==> src/hw/crs_pkg.sv <==
package crs_pkg;
	// register byte offsets on the bus
	localparam logic [7:0] CRS_OFF_PC     = 8'h00;
	localparam logic [7:0] CRS_OFF_ACC    = 8'h04;
	localparam logic [7:0] CRS_OFF_TMP    = 8'h08;
	localparam logic [7:0] CRS_OFF_IDX    = 8'h0c;
	localparam logic [7:0] CRS_OFF_EXP    = 8'h10;
	localparam logic [7:0] CRS_OFF_SP     = 8'h14;
	localparam logic [7:0] CRS_OFF_PS     = 8'h18;
	localparam logic [7:0] CRS_OFF_ALU    = 8'h1c;
	localparam logic [7:0] CRS_OFF_IRQ    = 8'h20;
	localparam logic [7:0] CRS_OFF_BANK   = 8'h24;
	localparam logic [7:0] CRS_OFF_ACCESS = 8'h28;
	// reset values
	localparam logic [15:0] CRS_PC_RESET  = 16'hfffd;
	localparam logic [1:0]  CRS_IL_RESET  = 2'h3;
	localparam logic        CRS_IE_RESET  = 1'b0;
	// condition code field positions
	localparam int CRS_CC_H  = 7;
	localparam int CRS_CC_I  = 6;
	localparam int CRS_CC_IL = 4;
	localparam int CRS_CC_N  = 3;
	localparam int CRS_CC_Z  = 2;
	localparam int CRS_CC_V  = 1;
	localparam int CRS_CC_C  = 0;
	// level that forbids every interrupt
	localparam logic [1:0]  CRS_IL_NONE   = 2'h3;
	// memory space: io at the bottom, data above it, program at the top
	localparam logic [15:0] CRS_IO_TOP    = 16'h007f;
	localparam logic [15:0] CRS_DATA_BASE = 16'h0080;
	localparam logic [15:0] CRS_PROG_BASE = 16'h8000;
	// register bank geometry
	localparam logic [15:0] CRS_BANK_BASE = 16'h0100;
	localparam int          CRS_BANK_SHIFT = 3;
	// operations of the flag unit
	typedef enum logic [2:0] {
		CRS_OP_ADD,
		CRS_OP_SUB,
		CRS_OP_SHL,
		CRS_OP_SHR,
		CRS_OP_PASS
	} crs_op_t;
	// area of an address
	typedef enum logic [1:0] {
		CRS_AREA_IO,
		CRS_AREA_DATA,
		CRS_AREA_PROG
	} crs_area_t;
endpackage

==> src/hw/crs_core.sv <==
`timescale 1ns/100ps
module crs_core #(
	parameter int RAM_BYTES = 256
) (
	input  wire logic        hclk,
	input  wire logic        hresetn,
	input  wire logic        hsel,
	input  wire logic [31:0] haddr,
	input  wire logic [1:0]  htrans,
	input  wire logic        hwrite,
	input  wire logic [2:0]  hsize,
	input  wire logic [31:0] hwdata,
	input  wire logic        hready,
	output logic      [31:0] hrdata,
	output logic             hreadyout,
	output logic             hresp,
	output logic             irq_accept,
	output logic      [15:0] bank_address,
	output logic             bank_valid
);
	import crs_pkg::*;

	localparam int BANKS = RAM_BYTES / 16;

	// registers of the core
	logic [15:0] program_counter_reg;
	logic [15:0] accumulator_reg;
	logic [15:0] temp_operand_reg;
	logic [15:0] index_reg_reg;
	logic [15:0] extra_pointer_reg;
	logic [15:0] stack_pointer_reg;
	logic [7:0]  bank_pointer_reg;
	logic        ie_reg;
	logic [1:0]  il_reg;
	logic [4:0]  flags_reg;  // h above n, z, v, c
	// each status bit group has one writer process; this net only assembles them
	wire  [7:0]  condition_code_reg = {flags_reg[4], ie_reg, il_reg, flags_reg[3:0]};
	logic [15:0] alu_ctrl_reg;
	logic [7:0]  result_reg;
	logic [2:0]  irq_level_reg;
	logic [15:0] access_addr_reg;

	// address phase capture
	logic        wr_pend_reg;
	logic [7:0]  addr_reg;

	// area decode of a 16-bit address, used for the access address
	function automatic crs_area_t area_of(input logic [15:0] a);
		if (a <= CRS_IO_TOP)
			return CRS_AREA_IO;
		else if (a < CRS_PROG_BASE)
			return CRS_AREA_DATA;
		else
			return CRS_AREA_PROG;
	endfunction

	// bus decode
	wire         addr_ok    = hsel & hready & htrans[1];
	wire         wr_now     = addr_ok & hwrite;
	wire [31:0]  wd         = hwdata;

	// flag unit: byte operation on low bytes of accumulator and temp operand
	crs_op_t     op;
	// the operation comes from the write data itself, so the flags use the new code
	assign op = crs_op_t'(wd[2:0]);
	wire         alu_go     = wr_pend_reg & (addr_reg == CRS_OFF_ALU);
	wire [7:0]   opa        = accumulator_reg[7:0];
	wire [7:0]   opb        = temp_operand_reg[7:0];
	wire [8:0]   add_full   = {1'b0, opa} + {1'b0, opb};
	wire [8:0]   sub_full   = {1'b0, opa} - {1'b0, opb};
	wire [4:0]   add_lo     = {1'b0, opa[3:0]} + {1'b0, opb[3:0]};
	wire [4:0]   sub_lo     = {1'b0, opa[3:0]} - {1'b0, opb[3:0]};
	logic [7:0]  res;
	logic        h_out;
	logic        c_out;
	logic        v_out;
	logic        arith;

	// result and flag selection per operation
	always_comb begin
		res   = opa;
		h_out = condition_code_reg[CRS_CC_H];
		c_out = condition_code_reg[CRS_CC_C];
		v_out = condition_code_reg[CRS_CC_V];
		arith = 1'b1;
		case (op)
			CRS_OP_ADD: begin
				res   = add_full[7:0];
				h_out = add_lo[4];
				c_out = add_full[8];
				v_out = (opa[7] == opb[7]) & (res[7] != opa[7]);
			end
			CRS_OP_SUB: begin
				res   = sub_full[7:0];
				h_out = sub_lo[4];
				c_out = sub_full[8];
				v_out = (opa[7] != opb[7]) & (res[7] != opa[7]);
			end
			CRS_OP_SHL: begin
				res   = {opa[6:0], 1'b0};
				c_out = opa[7];
			end
			CRS_OP_SHR: begin
				res   = {1'b0, opa[7:1]};
				c_out = opa[0];
			end
			default: begin
				arith = 1'b0;
			end
		endcase
	end

	// condition code update from the flag unit
	logic [7:0] ccr_alu;
	always_comb begin
		ccr_alu = condition_code_reg;
		if (arith) begin
			ccr_alu[CRS_CC_H] = h_out;
			ccr_alu[CRS_CC_N] = res[7];
			ccr_alu[CRS_CC_Z] = (res == 8'h00);
			ccr_alu[CRS_CC_V] = v_out;
			ccr_alu[CRS_CC_C] = c_out;
		end
	end

	// interrupt acceptance: level 3 never passes, lower code is higher priority
	wire [1:0]   il_cur   = condition_code_reg[CRS_CC_IL +: 2];
	wire         ie_cur   = condition_code_reg[CRS_CC_I];
	wire         req_on   = irq_level_reg[2];
	wire [1:0]   req_lvl  = irq_level_reg[1:0];
	assign irq_accept = ie_cur & req_on
		& (il_cur != CRS_IL_NONE) & (req_lvl < il_cur);

	// bank address: consecutive banks eight bytes apart, limited by ram size
	wire [15:0]  bank_off = {8'h00, bank_pointer_reg} << CRS_BANK_SHIFT;
	assign bank_address = CRS_BANK_BASE + bank_off;
	assign bank_valid   = ({24'h000000, bank_pointer_reg} < BANKS);

	// status word is the bank pointer above the condition codes
	wire [15:0]  ps_word  = {bank_pointer_reg, condition_code_reg};

	// read mux
	wire crs_area_t acc_area = area_of(access_addr_reg);
	logic [31:0] rd_mux;
	always_comb begin
		case (haddr[7:0])
			CRS_OFF_PC:     rd_mux = {16'h0000, program_counter_reg};
			CRS_OFF_ACC:    rd_mux = {16'h0000, accumulator_reg};
			CRS_OFF_TMP:    rd_mux = {16'h0000, temp_operand_reg};
			CRS_OFF_IDX:    rd_mux = {16'h0000, index_reg_reg};
			CRS_OFF_EXP:    rd_mux = {16'h0000, extra_pointer_reg};
			CRS_OFF_SP:     rd_mux = {16'h0000, stack_pointer_reg};
			CRS_OFF_PS:     rd_mux = {16'h0000, ps_word};
			CRS_OFF_ALU:    rd_mux = {16'h0000, result_reg, alu_ctrl_reg[7:0]};
			CRS_OFF_IRQ:    rd_mux = {28'h0000000, irq_accept, irq_level_reg};
			CRS_OFF_BANK:   rd_mux = {15'h0000, bank_valid, bank_address};
			CRS_OFF_ACCESS: rd_mux = {14'h0000, acc_area, access_addr_reg};
			default:        rd_mux = 32'h00000000;
		endcase
	end

	// bus state: every transfer completes with no wait state
	assign hreadyout = 1'b1;
	assign hresp     = 1'b0;

	// address phase capture and read data
	always_ff @(posedge hclk or negedge hresetn) begin
		if (!hresetn) begin
			wr_pend_reg <= 1'b0;
			addr_reg    <= 8'h00;
			hrdata      <= 32'h00000000;
		end else begin
			wr_pend_reg <= wr_now;
			addr_reg    <= haddr[7:0];
			if (addr_ok & ~hwrite)
				hrdata <= rd_mux;
		end
	end

	// program counter and status control bits carry reset values
	always_ff @(posedge hclk or negedge hresetn) begin
		if (!hresetn) begin
			program_counter_reg <= CRS_PC_RESET;
			ie_reg              <= CRS_IE_RESET;
			il_reg              <= CRS_IL_RESET;
		end else if (wr_pend_reg & (addr_reg == CRS_OFF_PC)) begin
			program_counter_reg <= wd[15:0];
		end else if (wr_pend_reg & (addr_reg == CRS_OFF_PS)) begin
			ie_reg <= wd[CRS_CC_I];
			il_reg <= wd[CRS_CC_IL +: 2];
		end
	end

	// data registers have no reset: their contents start undefined
	always_ff @(posedge hclk) begin
		if (wr_pend_reg) begin
			case (addr_reg)
				CRS_OFF_ACC: accumulator_reg   <= wd[15:0];
				CRS_OFF_TMP: temp_operand_reg  <= wd[15:0];
				CRS_OFF_IDX: index_reg_reg     <= wd[15:0];
				CRS_OFF_EXP: extra_pointer_reg <= wd[15:0];
				CRS_OFF_SP:  stack_pointer_reg <= wd[15:0];
				default: begin
				end
			endcase
		end
	end

	// bank pointer and result flags: undefined at reset, written or computed
	always_ff @(posedge hclk) begin
		if (wr_pend_reg & (addr_reg == CRS_OFF_PS)) begin
			bank_pointer_reg <= wd[15:8];
			flags_reg        <= {wd[CRS_CC_H], wd[3:0]};
		end else if (alu_go) begin
			flags_reg <= {ccr_alu[CRS_CC_H], ccr_alu[3:0]};
		end
	end

	// writing the operation register runs the flag unit once
	always_ff @(posedge hclk or negedge hresetn) begin
		if (!hresetn) begin
			alu_ctrl_reg    <= 16'h0000;
			result_reg      <= 8'h00;
			irq_level_reg   <= 3'h0;
			access_addr_reg <= 16'h0000;
		end else if (wr_pend_reg) begin
			if (addr_reg == CRS_OFF_ALU) begin
				alu_ctrl_reg <= {13'h0000, wd[2:0]};
			end
			if (addr_reg == CRS_OFF_IRQ)
				irq_level_reg <= wd[2:0];
			if (addr_reg == CRS_OFF_ACCESS)
				access_addr_reg <= wd[15:0];
			if (alu_go)
				result_reg <= res;
		end
	end
endmodule

==> config.mk <==
export PLATFORM = sky130hd
export DESIGN_NAME = crs_core
export DESIGN_NICKNAME = d
export VERILOG_FILES = /design/src/hw/crs_pkg.sv /design/src/hw/crs_core.sv
export SDC_FILE = /design/constraint.sdc
export NUM_CORES = 1
export LEC_CHECK = 0
export ABC_AREA = 1
export BUFFER_PORTS_ARGS = -buffer_cell sky130_fd_sc_hd__buf_4
export CELL_PAD_IN_SITES_DETAIL_PLACEMENT = 0
export CELL_PAD_IN_SITES_GLOBAL_PLACEMENT = 1
export CORE_AREA = 2 2 150 152
export CTS_CLUSTER_DIAMETER = 30
export DETAILED_ROUTE_END_ITERATION = 10
export DIE_AREA = 0 0 152 154
export PLACE_DENSITY = 0.87
export SLEW_MARGIN = 20
export SYNTH_ARGS = -nofsm -noshare
export SYNTH_HDL_FRONTEND = slang
export SYNTH_SLANG_ARGS = --single-unit
export TNS_END_PERCENT = 10
==> constraint.sdc <==
create_clock -name hclk -period 2.9 [get_ports hclk]
set_clock_uncertainty 0.2 [all_clocks]
set_input_delay 0.58 -clock hclk [delete_from_list [all_inputs] [get_ports hclk]]
set_output_delay 0.58 -clock hclk [all_outputs]
set_load 0.02 [all_outputs]
# ---- Word level (Yosys, flattened, before mapping)
# Cells that the tools add are included.
dict set report totals {
  inputBits 74
  latch_bits 0
  elab_cells 103
  ramBits 0
  out_inout_bits 52
  n_memories 0
  mem_bits_ro 0
  register_bits 183
}
dict set report classes {
  n_eq_ne 27
  n_mul 0
  bitwise_logic 14
  n_reduce_logical 22
  addsub 5
  magnitude_cmp 4
  shifts 0
  div 0
  muxes 12
}
# operator count
set ops {}
lappend ops {{one-hot mux 18 bit (11 select lines)} 1}
lappend ops {{== test 8 x 5 -> 1 bit (second input constant)} 8}
lappend ops {{== test 8 x 6 -> 1 bit (second input constant)} 5}
lappend ops {{== test 8 x 4 -> 1 bit (second input constant)} 4}
lappend ops {{one-hot mux 8 bit (4 select lines)} 1}
lappend ops {{zero test 8 bit} 3}
lappend ops {{AND reduction 2 bit} 11}
lappend ops {{== test 8 x 3 -> 1 bit (second input constant)} 2}
lappend ops {{less-or-equal comparator 16 x 7 -> 1 bit (second input constant)} 1}
lappend ops {{< comparator 16 bit (second input constant)} 1}
lappend ops {{adder 9 x 11 -> 12 bit (first input constant)} 1}
lappend ops {{bitwise AND 1 bit} 12}
lappend ops {{two-way mux 5 bit} 2}
lappend ops {{adder 8 x 8 -> 9 bit} 1}
lappend ops {{subtractor 8 x 8 -> 9 bit} 1}
lappend ops {{< comparator 8 x 5 -> 1 bit (second input constant)} 1}
lappend ops {{== test 3 x 2 -> 1 bit (second input constant)} 2}
lappend ops {{AND reduction 3 bit} 2}
lappend ops {{adder 4 x 4 -> 5 bit} 1}
lappend ops {{nonzero test 5 bit} 1}
lappend ops {{subtractor 4 x 4 -> 5 bit} 1}
lappend ops {{two-way mux 2 bit} 2}
lappend ops {{two-way mux 4 bit} 1}
lappend ops {{one-hot mux 1 bit (2 select lines)} 2}
lappend ops {{12 further kinds} 17}

# ---- Longest topological paths before layout
dict set report depth {
  word_depth 7
  depth_mapped 16
  depth_no_buf 16
}

# ---- Worst setup path before layout
# OpenSTA, ideal clock, no wires.
dict set report synth_timing {
  path_type {register -> register}
  startpoint {reg addr_reg[5]}
  endpoint {reg extra_pointer_reg[0] (enable)}
  path_stages_with_launch 4
  n_path_buf 0
  required_time_ps 2270
  slack_ps -30
  setup_time_ps 430
  t_arrival_ps 2300
  cell_sequence {dfrtp_1 -> nor2_1 -> nand3_2 -> nor4_1}
}
dict set report synth_between {
  elab_chain_len 2
}
# element line
set synth_rtl {}
lappend synth_rtl {{start: declaration} crs_core.sv:45} ;# logic [7:0] addr_reg;
lappend synth_rtl {{start signal: assignment} crs_core.sv:174} ;# addr_reg <= haddr[7:0];
lappend synth_rtl {{== test 8 x 5 -> 1 bit} crs_core.sv:197} ;# case (addr_reg)
lappend synth_rtl {{AND reduction 2 bit (no line)} --}
lappend synth_rtl {{end signal: assignment} crs_core.sv:201} ;# CRS_OFF_EXP: extra_pointer_reg <= wd[15:0];
lappend synth_rtl {{end: declaration} crs_core.sv:30} ;# logic [15:0] extra_pointer_reg;
# Every way passes these cells.
# A chain may end at the register's enable or synchronous reset.

# ---- Worst setup path in the final report
dict set report layout_timing {
  startpoint {reg il_reg[1] (netlist: il_cur[1])}
  endpoint {out irq_accept}
}
dict set report layout_between {
  elab_chain_len 3
}
# element line
set layout_rtl {}
lappend layout_rtl {{start: declaration} crs_core.sv:34} ;# logic [1:0] il_reg;
lappend layout_rtl {{start signal: assignment} crs_core.sv:190} ;# il_reg <= wd[CRS_CC_IL +: 2];
lappend layout_rtl {{!= test 2 bit} crs_core.sv:132} ;# & (il_cur != CRS_IL_NONE) & (req_lvl < il_cur);
lappend layout_rtl {{bitwise AND 1 bit} crs_core.sv:132}
lappend layout_rtl {{bitwise AND 1 bit (*)} crs_core.sv:132}
lappend layout_rtl {{end: declaration} crs_core.sv:17} ;# output logic irq_accept,
# Mark *: on every way between the ends. The rest lies on a longest branch, timed or not.

==> results.yml <==
status:
  outcome: "finished, final reports clean"
logic_synthesis:
  synth_compound_area_share_pct: 8.203
  synthArstFlopShare_pct: 44.97
  synth_top_area_cell: "edfxtp_1"
  synthSimpleGateAreaFrac_pct: 24.01
  avgSynthCellArea_sq_um: 9.059
  synthAdderAreaFrac_pct: 3.797
  yosysUniqueCellTypes: 42
  synth_ff_type: "edfxtp_1"
  synthMuxAreaShare_pct: 0
  ys_seq_elements: 169
  ys.warnings.count: 0
  synth_seq_area_share_pct: 54.62
  synth_area_leaders: "edfxtp_1 (32%), dfrtp_1 (17%), nand2_1 (9.5%)"
  synth_edf_count: 93
  syn_inst: 953
  synth.top_cell.area_share_pct: 32.35
  synth_top_family_by_area: "simple AND/OR/NAND/NOR gates"
  synth_xor_area_share_pct: 0.4058
  mappedNetlistArea_sq_mm: 0.008633
layout:
  drive_gt1_share_pct: 16.07
  layout.nets: 1119
  fill_cells: 2020
  largest_register: "hrdata"
  final_cell_mix: "nand2_1 (218), nand3_1 (148), edfxtp_1 (93)"
  area_delta_synth_final_pct: 15.78
  n_antenna_cell: 0
  largest_reg_flops: 18
  final_common_cell: "nand2_1"
power_and_ir_drop:
  ir_worst_vdd_mv: 0.3907
  p_leak_nw: 4.564
  powerDensity_mw_per_mm2: 515.7
worst_setup_path:
  crit_chain: "inv_1, ha_1, a21boi_0, nor2_1, buf_4"
  crit_type: "flop to output port"
  worst-path-max-fanout: 3
  crit_slowest_cell: "dfstp_2"
  arrival_ns: 1.84
  worstPathRequired_ns: 2.12
  critPathCaptureType: "output port"
  critPathMaxStageDelay_ns: 0.54
  critPathLaunchType: "flop"
route:
  drtAntennaViolNets: 0
  remaining_drc_errors: 0
  first_pass_iters: 6
  finalWirelength_um: 24060
  wl_per_cell_um: 18.32
  vias_per_cell: 5.337
  detail_route.iter0.violations: 704
  vias: 7008
global_routing:
  grt_overflow: 0
  grt_pass1_vias: 6690
  grt_start_max_net_pins: 38
  grt_pass1_wl_um: 37590
  antenna_found_initial: 0
  track_usage_pct: 20.80
clock_tree:
  numCtsBuffers: 17
  clock_path_buffers: 2
  cts.sink_count: 169
  clkTransAtPathRegs_ns: 0.07
  cts_tree: "built"
  clk_latency_ns: 0.43
  post_cts_buffers: 0
  htreeDepth: 4
  cts_root_buf: "clkbuf_16"
placement:
  io_buffers: 58
  place.gp.congestion: 0.8971
  place_hpwl_um: 16710
timing:
  rsz0062_at_grt: "no"
  fmax_mhz: 382.1
  setup_viol: 0
  max_slew_margin_pct: 65.50
  timing.hold.ws_ns: 0.06204
  tns_ns: 0
  finalMaxSlewViolations: 0
  hold_viol_final: 0
  tightest_slew_ns: 0.5175
  min_period_over_period_pct: 90.24
  period_minus_slack_ns: 2.617
hold_path:
  holdCritPathClass: "input pin to flop"
floorplan:
  die_h_um: 154
  rows: 54
  start_util_pct: 39.81
  die_area_sq_mm: 0.02341
  fp.dieW_um: 152
  ios: 126
  core-area_sq_mm: 0.02169
run:
  maxCapViolCount: 0
==> critical path, delay by kind of cell, from the launching register on <==
family,cells,cell delay [ns]
AO/OA/AOI/OAI,1,0.24
adder cells (fa/ha/maj),1,0.27
buffers and inverters,2,0.23
flip-flops,1,0.54
AND/OR/NAND/NOR,1,0.12
==> routing by layer <==
layer,part of all wire [%],track usage (%),up-vias
met1,43,28.60,3320
met4,2.9,7.610,0
met3,7.8,4.059,54
li1,-,-,3299
met5,0,0,-
met2,46,32.88,335
==> worst paths after layout <==
| kind | depth (start not counted) | slack, ns | end | startpoint |
|---|---|---|---|---|
| min reg2reg | 2 | 0.28 | hrdata[13] | hrdata[13] |
| max | 5 | 0.28 | irq_accept | il_cur[1] |
| max reg2reg | 15 | 0.40 | flags_reg[2] | accumulator_reg[0] |
| min | 1 | 0.06 | addr_reg[1] | haddr[1] |
| max in group asynchronous | 3 | 1.35 | program_counter_reg[6] | hresetn |
| min in group asynchronous | 2 | 0.47 | access_addr_reg[14] | hresetn |
==> where the power goes <==
group          switching (W)  internal, W
clock network       0.000992      0.00129
registers          0.0000154      0.00256
logic               0.000209    0.0000862
==> metrics by stage <==
step	cell area (sq um)	instances	utilization, %	setup slack, ns	total power [W]
detailed placement	9392	1280	43.30	0.1608	0.002919
finish	9996	1313	46.09	0.2831	0.005155
global placement	9392	1280	43.30	0.1869	0.002914
floorplan	8718	974	-	0.2495	0.002794
global route	9996	1313	46.09	0.1879	0.005306
CTS	9996	1313	46.09	0.2809	0.005169
==> Yosys cell counts, types with 4 or more instances <==
| cell | n |
|---|---|
| nand2_1 | 218 |
| nand3_1 | 148 |
| edfxtp_1 | 93 |
| inv_1 | 86 |
| o21ai_0 | 68 |
| dfrtp_1 | 59 |
| nor2_1 | 52 |
| buf_4 | 33 |
| ha_1 | 23 |
| a21oi_1 | 19 |
| buf_2 | 18 |
| dfstp_2 | 17 |
| a31oi_1 | 15 |
| clkbuf_1 | 14 |
| nand4_1 | 13 |
| o21ai_1 | 11 |
| inv_2 | 8 |
| nor3_1 | 5 |
| and3_1 | 4 |
| nand2_2 | 4 |
| o211ai_1 | 4 |
| o22ai_1 | 4 |
==> area by class of cell <==
class | count | area [sq um] | share of cell area [%]
Tap cell | 280 | 350.3 | 3.505
Clock buffer | 17 | 425.4 | 4.256
Multi-Input combinational cell | 642 | 3258 | 32.59
Sequential cell | 169 | 4716 | 47.18
Inverter | 97 | 364.1 | 3.643
Timing Repair Buffer | 93 | 713.2 | 7.135
Clock inverter | 15 | 168.9 | 1.690
==> kinds of logic after synthesis <==
| logic type | after synthesis |
|---|---|
| adders and majority gates | 25 |
| DFF | 169 |
| buffers and inverters | 163 |
| AOI/OAI and AO/OA | 129 |
| other | 2 |
| xor gates and xnor gates | 4 |
| and+or+nand+nor | 461 |
==> repair_timing <==
item,CTS,global route
setup endpoints to repair,0,0
gates resized for setup,0,0
hold endpoints to repair,27,0
hold buffers,1,0
(Power assumes the default switching activity.)
